File: src/sacoc_pkg.sv
package sacoc_pkg;

	// ----------------------------------------------------------------
	// Register map
	// ----------------------------------------------------------------
	localparam logic [3:0] ADDR_CONTROL    = 4'h0;
	localparam logic [3:0] ADDR_STATUS     = 4'h1;
	localparam logic [3:0] ADDR_IRQ_STATUS = 4'h2;
	localparam logic [3:0] ADDR_IRQ_MASK   = 4'h3;

	// Control register bit positions.
	localparam int CTL_ADJ_CONV_ENABLE = 0;
	localparam int CTL_HV_REG_ENABLE   = 1;
	localparam int CTL_CLK_OUT_DOUBLE  = 2;
	localparam int CTL_CLK_OUT_ENABLE  = 3;

	// Control reset value: adjustable converter on, regulator on, 8 MHz, output on.
	localparam logic [3:0] CONTROL_RESET = 4'hB;

	// Interrupt bit positions.
	localparam int IRQ_FILT_CHANGE  = 0;
	localparam int IRQ_ADJ_CHANGE   = 1;
	localparam int IRQ_HV_CHANGE    = 2;
	localparam int IRQ_STATE_CHANGE = 3;
	localparam int IRQ_WIDTH        = 4;

	// ----------------------------------------------------------------
	// Clock figures
	// ----------------------------------------------------------------
	localparam int MAIN_CLOCK_MHZ = 16;
	localparam int SLOW_CLOCK_MHZ = 4;
	// Half periods of the output clock, in main clock cycles.
	localparam int SLOW_HALF_CYCLES = MAIN_CLOCK_MHZ / (2 * SLOW_CLOCK_MHZ);
	localparam logic [1:0] SLOW_HALF_LAST = 2'(SLOW_HALF_CYCLES - 1);

	typedef enum logic [2:0] {
		SACOC_RESET,
		SACOC_STARTUP,
		SACOC_STANDBY,
		SACOC_NORMAL,
		SACOC_SLEEP
	} sacoc_power_state_t;

	// The first field is the most significant, so the order runs from bit 3 down to bit 0.
	typedef struct packed {
		logic clk_out_enable;
		logic clk_out_double;
		logic hv_reg_enable;
		logic adj_conv_enable;
	} sacoc_control_t;

	typedef struct packed {
		logic filtered_supply_good;
		logic adj_conv_good;
		logic hv_reg_good;
	} sacoc_supply_t;

endpackage : sacoc_pkg

File: src/sacoc_top.sv
`timescale 1ns/1ps
// Behaviour
// - The fixed 3.3 V converter is enabled automatically at power-up without any host command.
// - The host can switch the adjustable converter off by clearing its enable bit.
// - The adjustable converter is enabled only while the filtered supply is good.
// - The adjustable converter good flag is readable by the host in the status register.
// - The 20 V regulator enable defaults to on and the host may clear it.
// - The 20 V regulator is enabled only while the filtered supply is good.
// - The 20 V regulator good flag is readable by the host in the status register.
// - The main 16 MHz clock source is chosen between crystal and external clock by a select input.
// - The clock output is 8 MHz, doubled to 16 MHz by a select bit, and switched off by an enable bit.
// - After power-up in Stand-By the clock output carries an internal 4 MHz clock.
// - On entering Normal the clock output switches to the crystal 8 or 16 MHz clock.
// - Leaving Normal for Stand-By without an oscillator fault keeps the 8 or 16 MHz output.
// - Stand-By entered from Normal due to an oscillator fault falls back to 4 MHz.
// - After Stand-By from Normal the converter and regulator stay on only if neither caused it.
module sacoc_top (
	// Clock and reset
	input  wire logic                         I_CLOCK,
	input  wire logic                         I_RESET,
	// Clock source
	input  wire logic                         I_CLOCK_SOURCE_SELECT,
	output logic                              O_USE_EXTERNAL_CLOCK,
	// Power state inputs
	input  wire logic                         I_FIXED_CONVERTER_UP,
	input  wire logic                         I_REQUEST_NORMAL,
	input  wire logic                         I_REQUEST_SLEEP,
	input  wire logic                         I_WAKE,
	input  wire logic                         I_OSC_FAULT,
	input  wire logic                         I_THERMAL_SHUTDOWN,
	// Supply supervisors
	input  wire sacoc_pkg::sacoc_supply_t     I_SUPPLY,
	// Supply enables
	output logic                              O_FIXED_CONVERTER_EN,
	output logic                              O_ADJUSTABLE_CONVERTER_EN,
	output logic                              O_HV_REG_EN,
	// Host clock and power state
	output logic                              O_HOST_CLOCK_OUT,
	output sacoc_pkg::sacoc_power_state_t     O_STATE,
	// Register port
	input  wire logic [3:0]                   I_ADDR,
	input  wire logic [7:0]                   I_WDATA,
	input  wire logic                         I_WRITE,
	input  wire logic                         I_READ,
	output logic [7:0]                        O_RDATA,
	output logic                              O_IRQ
);
	import sacoc_pkg::*;

	// ----------------------------------------------------------------
	// Power state
	// ----------------------------------------------------------------
	sacoc_power_state_t state_reg, state_next;
	logic               osc_fault_entry_reg, osc_fault_entry_next;
	logic               supply_fault_entry_reg, supply_fault_entry_next;
	logic               from_normal_reg, from_normal_next;
	sacoc_supply_t      supply_prev_reg;

	always_comb begin
		state_next              = state_reg;
		osc_fault_entry_next    = osc_fault_entry_reg;
		supply_fault_entry_next = supply_fault_entry_reg;
		from_normal_next        = from_normal_reg;
		case (state_reg)
			SACOC_RESET: begin
				if (!I_THERMAL_SHUTDOWN) begin
					state_next = SACOC_STARTUP;
				end
			end
			SACOC_STARTUP: begin
				if (I_THERMAL_SHUTDOWN) begin
					state_next = SACOC_RESET;
				end else if (I_FIXED_CONVERTER_UP) begin
					state_next              = SACOC_STANDBY;
					from_normal_next        = 1'b0;
					osc_fault_entry_next    = 1'b0;
					supply_fault_entry_next = 1'b0;
				end
			end
			SACOC_STANDBY: begin
				if (I_THERMAL_SHUTDOWN) begin
					state_next = SACOC_RESET;
				end else if (I_REQUEST_SLEEP) begin
					state_next = SACOC_SLEEP;
				end else if (I_REQUEST_NORMAL && !I_OSC_FAULT && I_SUPPLY.filtered_supply_good) begin
					state_next = SACOC_NORMAL;
				end
			end
			SACOC_NORMAL: begin
				if (I_THERMAL_SHUTDOWN) begin
					state_next = SACOC_RESET;
				end else if (I_REQUEST_SLEEP) begin
					state_next = SACOC_SLEEP;
				end else if (!I_REQUEST_NORMAL || I_OSC_FAULT || !I_SUPPLY.filtered_supply_good
				             || (supply_prev_reg.adj_conv_good && !I_SUPPLY.adj_conv_good)
				             || (supply_prev_reg.hv_reg_good && !I_SUPPLY.hv_reg_good)) begin
					state_next              = SACOC_STANDBY;
					from_normal_next        = 1'b1;
					osc_fault_entry_next    = I_OSC_FAULT;
					supply_fault_entry_next = (supply_prev_reg.adj_conv_good && !I_SUPPLY.adj_conv_good)
					                          || (supply_prev_reg.hv_reg_good && !I_SUPPLY.hv_reg_good);
				end
			end
			SACOC_SLEEP: begin
				if (I_WAKE) begin
					state_next = SACOC_STARTUP;
				end
			end
			default: begin
				state_next = SACOC_RESET;
			end
		endcase
	end

	always_ff @(posedge I_CLOCK) begin
		if (I_RESET) begin
			state_reg              <= SACOC_RESET;
			osc_fault_entry_reg    <= 1'b0;
			supply_fault_entry_reg <= 1'b0;
			from_normal_reg        <= 1'b0;
			supply_prev_reg        <= '0;
		end else begin
			state_reg              <= state_next;
			osc_fault_entry_reg    <= osc_fault_entry_next;
			supply_fault_entry_reg <= supply_fault_entry_next;
			from_normal_reg        <= from_normal_next;
			supply_prev_reg        <= I_SUPPLY;
		end
	end

	// ----------------------------------------------------------------
	// Registers
	// ----------------------------------------------------------------
	sacoc_control_t           control_reg, control_next;
	logic [IRQ_WIDTH-1:0]     irq_status_reg, irq_status_next;
	logic [IRQ_WIDTH-1:0]     irq_mask_reg, irq_mask_next;
	logic [7:0]               rdata_reg, rdata_next;
	logic [IRQ_WIDTH-1:0]     events;

	assign events[IRQ_FILT_CHANGE]  = supply_prev_reg.filtered_supply_good != I_SUPPLY.filtered_supply_good;
	assign events[IRQ_ADJ_CHANGE]   = supply_prev_reg.adj_conv_good != I_SUPPLY.adj_conv_good;
	assign events[IRQ_HV_CHANGE]    = supply_prev_reg.hv_reg_good != I_SUPPLY.hv_reg_good;
	assign events[IRQ_STATE_CHANGE] = state_next != state_reg;

	always_comb begin
		control_next    = control_reg;
		irq_mask_next   = irq_mask_reg;
		irq_status_next = irq_status_reg;
		rdata_next      = 8'h00;
		if (I_WRITE) begin
			if (I_ADDR == ADDR_CONTROL) begin
				control_next = sacoc_control_t'(I_WDATA[3:0]);
			end else if (I_ADDR == ADDR_IRQ_MASK) begin
				irq_mask_next = I_WDATA[IRQ_WIDTH-1:0];
			end
		end
		if (I_READ) begin
			if (I_ADDR == ADDR_CONTROL) begin
				rdata_next = {4'h0, control_reg};
			end else if (I_ADDR == ADDR_STATUS) begin
				rdata_next = {2'h0, state_reg, I_SUPPLY};
			end else if (I_ADDR == ADDR_IRQ_STATUS) begin
				rdata_next      = {4'h0, irq_status_reg};
				irq_status_next = '0;
			end else if (I_ADDR == ADDR_IRQ_MASK) begin
				rdata_next = {4'h0, irq_mask_reg};
			end
		end
		// A new event wins over the clear-on-read in the same cycle.
		irq_status_next = irq_status_next | events;
	end

	always_ff @(posedge I_CLOCK) begin
		if (I_RESET) begin
			control_reg    <= sacoc_control_t'(CONTROL_RESET);
			irq_status_reg <= '0;
			irq_mask_reg   <= '0;
			rdata_reg      <= 8'h00;
		end else begin
			control_reg    <= control_next;
			irq_status_reg <= irq_status_next;
			irq_mask_reg   <= irq_mask_next;
			rdata_reg      <= rdata_next;
		end
	end

	assign O_RDATA = rdata_reg;
	assign O_IRQ   = |(irq_status_reg & irq_mask_reg);

	// ----------------------------------------------------------------
	// Supply enables
	// ----------------------------------------------------------------
	logic supplies_allowed;
	logic fixed_en_reg, adj_en_reg, hv_en_reg;

	// Supplies run in Normal, in Stand-By reached from Start-Up, and in Stand-By reached from Normal unless a supply fault caused it.
	assign supplies_allowed = (state_reg == SACOC_NORMAL)
	                          || (state_reg == SACOC_STANDBY && from_normal_reg && !supply_fault_entry_reg)
	                          || (state_reg == SACOC_STANDBY && !from_normal_reg);

	always_ff @(posedge I_CLOCK) begin
		if (I_RESET) begin
			fixed_en_reg <= 1'b0;
			adj_en_reg   <= 1'b0;
			hv_en_reg    <= 1'b0;
		end else begin
			fixed_en_reg <= state_next == SACOC_STARTUP || state_next == SACOC_STANDBY
			                || state_next == SACOC_NORMAL;
			adj_en_reg   <= supplies_allowed && control_reg.adj_conv_enable
			                && I_SUPPLY.filtered_supply_good;
			hv_en_reg    <= supplies_allowed && control_reg.hv_reg_enable
			                && I_SUPPLY.filtered_supply_good;
		end
	end

	assign O_FIXED_CONVERTER_EN      = fixed_en_reg;
	assign O_ADJUSTABLE_CONVERTER_EN = adj_en_reg;
	assign O_HV_REG_EN               = hv_en_reg;
	assign O_USE_EXTERNAL_CLOCK      = I_CLOCK_SOURCE_SELECT;
	assign O_STATE                   = state_reg;

	// ----------------------------------------------------------------
	// Host clock output
	// ----------------------------------------------------------------
	// Mode changes are taken only while the output is low, so no runt pulse appears.
	typedef enum logic [1:0] {
		SACOC_CLK_OFF,
		SACOC_CLK_SLOW,
		SACOC_CLK_8,
		SACOC_CLK_16
	} sacoc_clk_mode_t;

	sacoc_clk_mode_t want_mode, mode_reg, mode_next;
	logic            clk_out_reg, clk_out_next;
	logic [1:0]      div_reg, div_next;

	always_comb begin
		want_mode = SACOC_CLK_OFF;
		if (state_reg == SACOC_STANDBY && (!from_normal_reg || osc_fault_entry_reg)) begin
			want_mode = SACOC_CLK_SLOW;
		end else if ((state_reg == SACOC_NORMAL || state_reg == SACOC_STANDBY) && control_reg.clk_out_enable) begin
			want_mode = control_reg.clk_out_double ? SACOC_CLK_16 : SACOC_CLK_8;
		end
	end

	always_comb begin
		mode_next    = mode_reg;
		clk_out_next = clk_out_reg;
		div_next     = div_reg;
		if (!clk_out_reg) begin
			mode_next = want_mode;
		end
		case (mode_reg)
			SACOC_CLK_OFF: begin
				clk_out_next = 1'b0;
				div_next     = 2'h0;
			end
			SACOC_CLK_SLOW: begin
				if (div_reg == SLOW_HALF_LAST) begin
					div_next     = 2'h0;
					clk_out_next = !clk_out_reg;
				end else begin
					div_next = div_reg + 2'h1;
				end
			end
			SACOC_CLK_8: begin
				clk_out_next = !clk_out_reg;
			end
			SACOC_CLK_16: begin
				clk_out_next = 1'b0;
			end
			default: begin
				clk_out_next = 1'b0;
			end
		endcase
		// A switch starts the new mode from low, so the old mode never adds a trailing pulse.
		if (!clk_out_reg && want_mode != mode_reg) begin
			clk_out_next = 1'b0;
			div_next     = 2'h0;
		end
	end

	always_ff @(posedge I_CLOCK) begin
		if (I_RESET) begin
			mode_reg    <= SACOC_CLK_OFF;
			clk_out_reg <= 1'b0;
			div_reg     <= 2'h0;
		end else begin
			mode_reg    <= mode_next;
			clk_out_reg <= clk_out_next;
			div_reg     <= div_next;
		end
	end

	// Full rate passes the main clock itself. The select changes on the falling edge, while the main
	// clock is low and the divided output is low too, so neither switching direction can cut a pulse.
	logic full_rate_reg;

	always_ff @(negedge I_CLOCK) begin
		if (I_RESET) begin
			full_rate_reg <= 1'b0;
		end else begin
			full_rate_reg <= mode_reg == SACOC_CLK_16;
		end
	end

	assign O_HOST_CLOCK_OUT = full_rate_reg ? I_CLOCK : clk_out_reg;

endmodule : sacoc_top

File: config.mk
export PLATFORM = sky130hd
export DESIGN_NAME = sacoc_top
export DESIGN_NICKNAME = d
export VERILOG_FILES = /design/src/sacoc_pkg.sv /design/src/sacoc_top.sv
export SDC_FILE = /design/constraint.sdc
export NUM_CORES = 1
export LEC_CHECK = 0
export BUFFER_PORTS_ARGS = -buffer_cell sky130_fd_sc_hd__buf_4
export CORE_AREA = 2 2 47 92
export DETAILED_ROUTE_END_ITERATION = 10
export DIE_AREA = 0 0 49 94
export PLACE_DENSITY = 0.76
export SYNTH_ARGS = -nofsm -noshare
export SYNTH_HDL_FRONTEND = slang
export SYNTH_SLANG_ARGS = --single-unit
export TNS_END_PERCENT = 5
File: constraint.sdc
create_clock -name I_CLOCK -period 1.6 [get_ports I_CLOCK]
set_clock_uncertainty 0.05 [all_clocks]
set_input_delay 0.24 -clock I_CLOCK [delete_from_list [all_inputs] [get_ports I_CLOCK]]
set_output_delay 0.24 -clock I_CLOCK [all_outputs]
set_load 0.01 [all_outputs]
==> After elaboration in Yosys (flattened, before gate mapping) <==
Index checks and enable logic that the tools add are counted.
{ "op_classes": {"n_addsub": 1, "eq_ne": 25, "muxes": 41, "n_bitwise": 4, "n_reduce_logical": 47} }
{ "ops": {"columns": ["operator", "n"], "rows": [
  ["$mux 3", 10],
  ["$mux 4", 7],
  ["$pmux 3 s5", 1],
  ["$logic_and 1x1->1", 14],
  ["$mux 1", 14],
  ["$eq 3x2->1 const B", 4],
  ["$ne 2x2->1 const B", 6],
  ["$logic_or 1x1->1", 11],
  ["$eq 4x2->1 const B", 2],
  ["$logic_not 1->1", 8],
  ["$eq 3x1->1 const B", 2],
  ["$mux 2", 3],
  ["$mux 6", 1],
  ["$pmux 1 s2", 3],
  ["$reduce_and 6->1", 1],
  ["$reduce_or 2->1", 3],
  ["$reduce_or 5->1", 1],
  ["$and 4x4->4", 1],
  ["$eq 2x1->1 const B", 2],
  ["$eq 2x2->1 const B", 2],
  ["$eq 4x1->1 const B", 1],
  ["$logic_not 4->1", 1],
  ["$or 4x4->4", 1],
  ["$pmux 2 s2", 1],
  ["other kinds (14)", 18]
]} }
{ "word_totals": {"ff_bits": 38, "in_bits": 26, "elab_cells": 141} }

==> Longest topological paths before layout <==
Gate-level depths: netlist of the first run.
{ "depth": {"ltp_word": 12, "depth_mapped": 6, "ltp_nobuf": 6} }

==> results of run 1 <==
[area by class of cell]
class,instances,area [um2]
clock inverters,3,17.52
repair buffers,54,405.4
fillers,373,1519
flip-flops and latches,36,725.7
clock buffers,10,135.1
well taps,51,63.81
multi-input cells,151,975.9
inverters,11,41.29
[where the power goes]
group / leakage [nW] / total (W) / internal [W] / switching, W
logic: 0.657 / 0.000226 / 0.000115 / 0.000111
clock network: 0.0871 / 0.000894 / 0.000515 / 0.000379
registers: 0.295 / 0.000942 / 0.000921 / 0.0000210
[worst max-delay path, stage by stage, from the launching register on]
cell,delay (ns)
dfxtp_2,0.31
mux2_4,0.31
buf_6,0.12
[worst max-delay path by stage]
stage | start | end | slack, ns | cells past startpoint
floorplan | full_rate_reg$_SDFF_NP0_ | O_HOST_CLOCK_OUT | -0.09 | 1
global placement | full_rate_reg$_SDFF_NP0_ | O_HOST_CLOCK_OUT | -0.21 | 2
detailed placement | full_rate_reg$_SDFF_NP0_ | O_HOST_CLOCK_OUT | -0.22 | 2
CTS | full_rate_reg$_SDFF_NP0_ | O_HOST_CLOCK_OUT | -0.71 | 2
global route | full_rate_reg$_SDFF_NP0_ | O_HOST_CLOCK_OUT | -0.75 | 2
finish | full_rate_reg$_SDFF_NP0_ | O_HOST_CLOCK_OUT | -0.69 | 2
[metal layers]
| layer | vias up | GRT usage [%] |
|---|---|---|
| met5 | - | 0 |
| met4 | 0 | 17.38 |
| met3 | 19 | 5.096 |
| met2 | 37 | 41.44 |
| met1 | 799 | 18.00 |
| li1 | 843 | - |
[layout by cell type, fill, tap and decap left out, types with 2 or more instances in the layout]
master and n:
a2111oi_2 2, a211oi_1 3, a21oi_1 17, a22oi_1 6, a311oi_1 2, a31oi_1 2
and2_1 2, and3b_1 2, buf_4 54, clkbuf_8 9, conb_1 2, dfxtp_1 32
dfxtp_2 4, ha_1 3, ha_2 2, inv_1 12, mux2_2 3, mux2i_1 4
nand2_1 26, nand2b_1 3, nand3_1 5, nor2_1 18, nor2b_1 8, nor3_1 4
o21ai_0 8, or2_2 2, or4_1 2, xor2_1 2
[cells by family (layout without fill, tap and decap cells)]
| family | after synthesis | after routing | synth area share (%) |
|---|---|---|---|
| buf+inv | 23 | 78 | 5.807 |
| mux | 8 | 8 | 4.816 |
| compound gates | 50 | 50 | 18.70 |
| simple gates | 84 | 84 | 25.14 |
| fa+ha+maj | 5 | 5 | 3.541 |
| xor+xnor | 2 | 2 | 0.9917 |
| other cells | 1 | 2 | 0.2123 |
| flops | 36 | 36 | 40.79 |
[through the flow]
step / instances / TNS, ns / worst slack, ns / area [um2]
floorplan: 210 / -0.1027 / -0.09349 / 1775
global placement: 305 / -0.6317 / -0.2091 / 2195
detailed placement: 305 / -0.7948 / -0.2169 / 2195
CTS: 316 / -0.7437 / -0.7128 / 2346
global route: 316 / -0.9939 / -0.7471 / 2365
finish: 316 / -0.6932 / -0.6932 / 2365
[repair_timing]
item | in CTS | in global routing
endpoints found under the hold margin | 0 | 0
endpoints found under the setup margin | 9 | 9
gates resized for setup | 6 | 6
pin swaps | 1 | 0
==> results.cfg, run 1 <==
[status]
outcome = finished with violations
violations = negative setup slack

[min_path]
whs_endpoint = control_reg[3]$_SDFFE_PP1P_
min_path_cells = 3
hold_path.class = in -> reg
hp-start = I_WDATA[3]

[cells_and_area]
largest_reg_flops = 6
fin_nets = 295
drive_gt1_share_pct = 32.45
areaGrowthSynthToFinish_pct = 33.85
diodes = 0
fin_util_pct = 60.89

[setup_path]
cp-end-kind = output port
r2r_start = O_STATE[1]$_SDFF_PP0_
critPathArrivalTime_ns = 2.00
worstPathMaxFanout = 1
critical_path_class = reg -> out
worstPathRequired_ns = 1.31
cp-start-kind = flip-flop
reg2reg_depth = 4
r2r_slack_ns = 0
rr_endpoint = irq_status_reg[3]$_SDFF_PP0_

[logic_synthesis]
synth_top_area_share_pct = 40.79
synth.yosys.seq_area_share_pct = 40.79
ys_warn_count = 0
synth-main-ff-cell = dfxtp_1
yosys-top-cells-area = dfxtp_1 (41%), nand2_1 (5.5%), a21oi_1 (4.8%)
synth_area_per_cell_um2 = 8.453
synth_area_leader_cell = dfxtp_1
synth.ff_latch_count = 36
synth_commonest_cells = dfxtp_1 (36), nand2_1 (26), nor2_1 (18), a21oi_1 (17), inv_1 (12)
async_flop_share_pct = 0
netlist_area_um2 = 1767
synthDistinctLibCells = 47
synth.most_common_cell = dfxtp_1
synth_edf_count = 0
netlist_instances = 209

[sta]
report.final.slew_viol_count = 0
hold_viol = 0
holdWs_ns = 0.02228
worst_slack_ns = -0.6932
rsz0062_at_grt = yes
setup_viol = 1

[power_and_ir_drop]
vdd.ir_drop.worst_mv = 0.7815
power_leakage_nw = 1.039
power.density_nw_per_um2 = 872.3
finalPower_w = 0.002063

[detailed_routing]
wirelength_um = 4456
dr.pass1.iters = 4
met1_length_um = 1537
drcViolationCount = 0
wl_per_cell_um = 14.10
antenna_left = 0
viasPerCell = 5.373
drt_iter0_markers = 28
wl_met2_um = 2560
vias = 1698
wl_met3_um = 138
highest_layer = met4

[global_routing]
antenna_found_initial = 0
grt_pass1_vias = 1730
grt_max_degree = 24
grt_pass1_wl_um = 7341
track_usage_pct = 21.59
grt-ovfl-total = 0

[clock_tree]
clock_latency_ns = 0.39
path_clk_slew_ns = 0.07
post_cts_buffers = 0
cts_tree = yes
holdBufCountCts = 0

[floorplanning]
initial_utilization_pct = 45.49
dieHeight_um = 94
io_pins = 43
die_area_um2 = 4606
die_w_um = 49
core_um2 = 3884
row_count = 32

[placed_design]
dp_hpwl_um = 3471
gp_congestion = 0.8920
port_buffers = 34

[flow_run]
maxCapViolCount = 0
Power figures use the tool's default switching activity.
==> run 2, diff against run 1 <==
--- a/config.mk
+++ b/config.mk
@@ -5,10 +5,11 @@
 export SDC_FILE = /design/constraint.sdc
 export NUM_CORES = 1
 export LEC_CHECK = 0
+export ABC_AREA = 1
 export BUFFER_PORTS_ARGS = -buffer_cell sky130_fd_sc_hd__buf_4
-export CORE_AREA = 2 2 47 92
+export CORE_AREA = 2 2 46 90
 export DETAILED_ROUTE_END_ITERATION = 10
-export DIE_AREA = 0 0 49 94
+export DIE_AREA = 0 0 48 92
 export PLACE_DENSITY = 0.76
 export SYNTH_ARGS = -nofsm -noshare
 export SYNTH_HDL_FRONTEND = slang
==> results.cfg, run 2 <==
[status]
violations = negative setup slack
outcome = finished with violations

[clock_tree]
path_clk_slew_ns = 0.07
post_cts_buffers = 0
cts_tree = yes
holdBufCountCts = 0
clock_latency_ns = 0.38

[global_routing]
grt-ovfl-total = 0
antenna_found_initial = 0
track_usage_pct = 20.19
grt_max_degree = 17
grt_pass1_vias = 1564
grt_pass1_wl_um = 6382

[cells_and_area]
areaGrowthSynthToFinish_pct = 30.85
drive_gt1_share_pct = 26.76
n_fill_cell = 359
final_common_cell = nand2_1
fin_nets = 314
fin_util_pct = 57.76
diodes = 0
final_cell_mix = nand2_1 (46), buf_4 (43), dfxtp_1 (32)
largest_reg_flops = 6

[floorplanning]
die_area_um2 = 4416
die_w_um = 48
core_um2 = 3804
dieHeight_um = 92
row_count = 32
io_pins = 43
initial_utilization_pct = 44.14

[placed_design]
place_ws_ns = -0.05404
gp_congestion = 0.8624
port_buffers = 34
dp_hpwl_um = 3024

[logic_synthesis]
synth_area_leader_cell = dfxtp_1
synth_top_area_share_pct = 42.92
netlist_area_um2 = 1679
synth.yosys.seq_area_share_pct = 42.92
synth_commonest_cells = nand2_1 (47), dfxtp_1 (36), inv_1 (33), nor2_1 (26), a21oi_1 (23)
async_flop_share_pct = 0
yosys-top-cells-area = dfxtp_1 (43%), nand2_1 (11%), inv_1 (7.4%)
synth-main-ff-cell = dfxtp_1
netlist_instances = 235
synth_edf_count = 0
synth.ff_latch_count = 36
synth.most_common_cell = nand2_1
synthDistinctLibCells = 26
ys_warn_count = 0
synth_area_per_cell_um2 = 7.145

[power_and_ir_drop]
clock_power_share_pct = 45.7
seq_power_share_pct = 44.2
power.density_nw_per_um2 = 974.5
power_leakage_nw = 1.006
vdd.ir_drop.worst_mv = 0.5796
finalPower_w = 0.002141
intPower_w = 0.001650
power_switching_w = 0.0004915
switching_share_pct = 22.96
power_frac_comb_pct = 10.1

[sta]
worst_slack_ns = -0.5392
rsz0062_at_grt = yes
setup_viol = 3
report.final.slew_viol_count = 0
setup_tns_ns = -0.5392
hold_viol = 0

[detailed_routing]
antenna_left = 0
wl_per_cell_um = 11.79
dr.pass1.iters = 4
drcViolationCount = 0
vias = 1644
wirelength_um = 3951
viasPerCell = 4.907
drt_iter0_markers = 37

[flow_run]
maxCapViolCount = 0

[setup_path]
cp-start-kind = flip-flop
worstPathMaxFanout = 2
reg2reg_depth = 3
worstPathRequired_ns = 1.31
endpoint = O_HOST_CLOCK_OUT
r2r_start = mode_reg[0]$_SDFFE_PP0N_
cp-end-kind = output port
critPathArrivalTime_ns = 1.85
startpoint = full_rate_reg$_SDFF_NP0_
critical_path_class = reg -> out
rr_endpoint = full_rate_reg$_SDFF_NP0_
r2r_slack_ns = 0.13

[min_path]
hold_path.class = in -> reg
## run 2: cell count changes in the layout (fill, tap and decap cells not counted), sizes merged, moves of 9 or more
cell	before	now
buf	55	43
inv	13	36
nand2	26	50
nor2	18	28
nand3	5	14
a21oi	17	26
## run 2: final cells by class
cell class	instances	area, um2	share of cell area (%)
Tap cell	51	63.81	2.904
Timing Repair Buffer	42	315.3	14.35
Clock buffer	10	121.4	5.524
Inverter	36	135.1	6.150
Clock inverter	3	38.79	1.765
Multi-Input combinational cell	157	797.0	36.28
Sequential cell	36	725.7	33.03
## run 2: power by group through the flow
stage / sequential [W] / combinational [W] / clock, W
after floorplan: 0.000963 / 0.000125 / 0.0000100
after global placement: 0.000964 / 0.000209 / 0.0000123
after detailed placement: 0.000965 / 0.000213 / 0.0000123
after CTS: 0.000945 / 0.000215 / 0.000985
after global routing: 0.000949 / 0.000246 / 0.00104
final: 0.000947 / 0.000216 / 0.000978
## run 2: timing repair
| item | CTS | global route |
|---|---|---|
| pin swaps | 1 | 0 |
| setup endpoints to repair | 3 | 10 |
| gates cloned | 0 | 0 |
| resized for setup | 3 | 8 |
## run 2: metal layers
metal	share of wire [%]	global-route usage [%]	wire (um)
met5	0	0	0
met4	2.2	12.61	88
met3	5.0	5.906	196
met2	56	33.67	2199
met1	37	19.95	1467
## run 2: stage by stage
step | instances | area, um2 | hold WS (ns)
final | 335 | 2197 | 0.01632
after detailed placement | 324 | 2032 | 0.3839
after floorplan | 236 | 1688 | 0.3032
after global routing | 335 | 2197 | 0.03609
after global placement | 324 | 2032 | 0.3839
after CTS | 335 | 2185 | 0.01056
## run 2: worst min-delay path by stage
stage / startpoint / depth (start not counted) / end / slack (ns)
after floorplan: I_WDATA[1] / 2 / control_reg[1]$_SDFFE_PP1P_ / 0.30
after global placement: I_CLOCK / 3 / O_HOST_CLOCK_OUT / 0.38
after detailed placement: I_CLOCK / 3 / O_HOST_CLOCK_OUT / 0.38
after CTS: I_WDATA[3] / 3 / control_reg[3]$_SDFFE_PP1P_ / 0.01
after global routing: I_WDATA[3] / 3 / control_reg[3]$_SDFFE_PP1P_ / 0.04
final: I_WDATA[3] / 3 / control_reg[3]$_SDFFE_PP1P_ / 0.02
## run 2: logic make-up after synthesis
| logic type | synth area share (%) |
|---|---|
| AND/OR/NAND/NOR | 26.30 |
| buffers and inverters | 10.51 |
| adder cells (fa/ha/maj) | 3.726 |
| AO/OA/AOI/OAI | 15.80 |
| XOR/XNOR | 0.5217 |
| other | 0.2233 |
| flip-flops | 42.92 |
## run 2: worst max-delay path, stage by stage, from the launching register on
cell and delay, ns:
dfxtp_2 0.34, nand2_2 0.06, o21ai_2 0.05, buf_4 0.13
==> run 3, diff against run 2 <==
--- a/config.mk
+++ b/config.mk
@@ -7,10 +7,10 @@
 export LEC_CHECK = 0
 export ABC_AREA = 1
 export BUFFER_PORTS_ARGS = -buffer_cell sky130_fd_sc_hd__buf_4
-export CORE_AREA = 2 2 46 90
+export CORE_AREA = 2 2 47 92
 export DETAILED_ROUTE_END_ITERATION = 10
-export DIE_AREA = 0 0 48 92
-export PLACE_DENSITY = 0.76
+export DIE_AREA = 0 0 49 94
+export PLACE_DENSITY = 0.71
 export SYNTH_ARGS = -nofsm -noshare
 export SYNTH_HDL_FRONTEND = slang
 export SYNTH_SLANG_ARGS = --single-unit
==> constraint.sdc (replaced) <==
create_clock -name I_CLOCK -period 2.1 [get_ports I_CLOCK]
set_clock_uncertainty 0.05 [all_clocks]
set_input_delay 0.315 -clock I_CLOCK [delete_from_list [all_inputs] [get_ports I_CLOCK]]
set_output_delay 0.315 -clock I_CLOCK [all_outputs]
set_load 0.01 [all_outputs]
==> results.cfg, run 3 (same netlist as run 2, synthesis figures left out) <==
[cells_and_area]
largest_reg_flops = 6
stdcell_area_um2 = 2097
areaGrowthSynthToFinish_pct = 24.89
n_fill_cell = 394
fin_nets = 305
final_cell_mix = nand2_1 (47), dfxtp_1 (35), buf_4 (34)
drive_gt1_share_pct = 21.45
ff_latch_area_um2 = 721.9
multiInputGateArea_um2 = 785.8
final_common_cell = nand2_1
diodes = 0

[setup_path]
reg2reg_depth = 3
worstPathMaxFanout = 2
cp-end-kind = output port
r2r_slack_ns = 0.32
rr_endpoint = full_rate_reg$_SDFF_NP0_
critical_path_class = reg -> out
crit_chain = nand2_1 -> o21ai_1 -> buf_4
worstPathRequired_ns = 1.74
startpoint = full_rate_reg$_SDFF_NP0_
slowest_stage = dfxtp_2
critPathArrivalTime_ns = 2.06
r2r_start = mode_reg[0]$_SDFFE_PP0N_
cp-start-kind = flip-flop
cpPeakStageDelay_ns = 0.31

[floorplanning]
core_um2 = 3884
row_count = 32
io_pins = 43
die_w_um = 49
initial_utilization_pct = 43.23
dieHeight_um = 94
die_area_um2 = 4606

[sta]
holdWs_ns = 0.07978
max_slew_margin_pct = 64.23
report.final.slew_viol_count = 0
rsz0062_at_grt = yes
hold_viol = 0
max_slew.worst_pin.slew_ns = 0.5325
setup_viol = 3
worst_slack_ns = -0.3204

[global_routing]
grt_pass1_vias = 1500
antenna_found_initial = 0
grt_max_degree = 18
grt-ovfl-total = 0
grt_pass1_wl_um = 6410
track_usage_pct = 18.41

[clock_tree]
post_cts_buffers = 0
clock_latency_ns = 0.39
holdBufCountCts = 0
cts_tree = yes
path_clk_slew_ns = 0.07

[min_path]
hp-start = I_WDATA[3]
whs_endpoint = control_reg[3]$_SDFFE_PP1P_
min_path_cells = 3
hold_path.class = in -> reg

[detailed_routing]
viasPerCell = 4.819
antenna_left = 0
wl_per_cell_um = 11.13
drt_iter0_markers = 13
vias = 1571
dr.pass1.iters = 4
wirelength_um = 3627
drcViolationCount = 0

[placed_design]
dp_hpwl_um = 2848
placed_area_um2 = 1964
gp_congestion = 0.8185
port_buffers = 34

[status]
outcome = finished with violations
violations = negative setup slack

[power_and_ir_drop]
vdd.ir_drop.worst_mv = 0.5576
power_leakage_nw = 0.9491
power.density_nw_per_um2 = 726.3

[flow_run]
maxCapViolCount = 0
[run 3: cell count changes in the layout (fill, tap and decap cells not counted), sizes merged]
cell	before	now
clkbuf	9	11
clkinv	2	1
buf	43	34
bufinv	1	0
[run 3: power breakdown]
part	leakage [nW]	total, W	internal (W)	switching [W]
clock network	0.0808	0.000651	0.000392	0.000259
logic	0.574	0.000151	0.0000661	0.0000852
registers	0.294	0.000721	0.000705	0.0000153
[run 3: area by class of cell]
type	count	area share (%)
clock inverters	1	0.1790
inverters	36	6.444
clock buffers	12	6.623
repair buffers	33	11.81
multi-input cells	157	37.47
flip-flops and latches	36	34.43
well taps	51	3.043
[run 3: critical path, delay by kind of cell (launching register included)]
family	cells	cell delay, ns
flip-flops	1	0.31
buffers and inverters	1	0.13
AO/OA/AOI/OAI	1	0.06
AND/OR/NAND/NOR	1	0.04
[run 3: worst max path at each step]
stage                               end  slack, ns  cells after the start
6_report               O_HOST_CLOCK_OUT      -0.32                      3
5_1_grt                O_HOST_CLOCK_OUT      -0.34                      3
4_1_cts                O_HOST_CLOCK_OUT      -0.33                      3
3_5_place_dp           O_HOST_CLOCK_OUT       0.12                      2
3_3_place_gp           O_HOST_CLOCK_OUT       0.12                      2
2_1_floorplan  full_rate_reg$_SDFF_NP0_       0.05                      3
[run 3: per-layer routing]
layer | track usage, % | part of all wire (%)
met1 | 17.47 | 40
met2 | 34.47 | 53
met3 | 5.255 | 4.0
met4 | 10.24 | 2.6
met5 | 0 | 0
[run 3: timing repair]
| item | CTS | global route |
|---|---|---|
| endpoints found under the setup margin | 3 | 3 |
| gates resized for setup | 2 | 0 |
| pin swaps | 2 | 0 |
[run 3: metrics by stage]
step                setup slack [ns]  TNS (ns)  util [%]  total power [W]  cells
floorplan                    0.04542         0         -        0.0008352    236
global placement              0.1234         0     50.58        0.0008946    315
detailed placement            0.1201         0     50.58        0.0008974    315
CTS                          -0.3328   -0.3328     53.99         0.001543    326
global route                 -0.3403   -0.3403     53.99         0.001600    326
finish                       -0.3204   -0.3204     53.99         0.001523    326
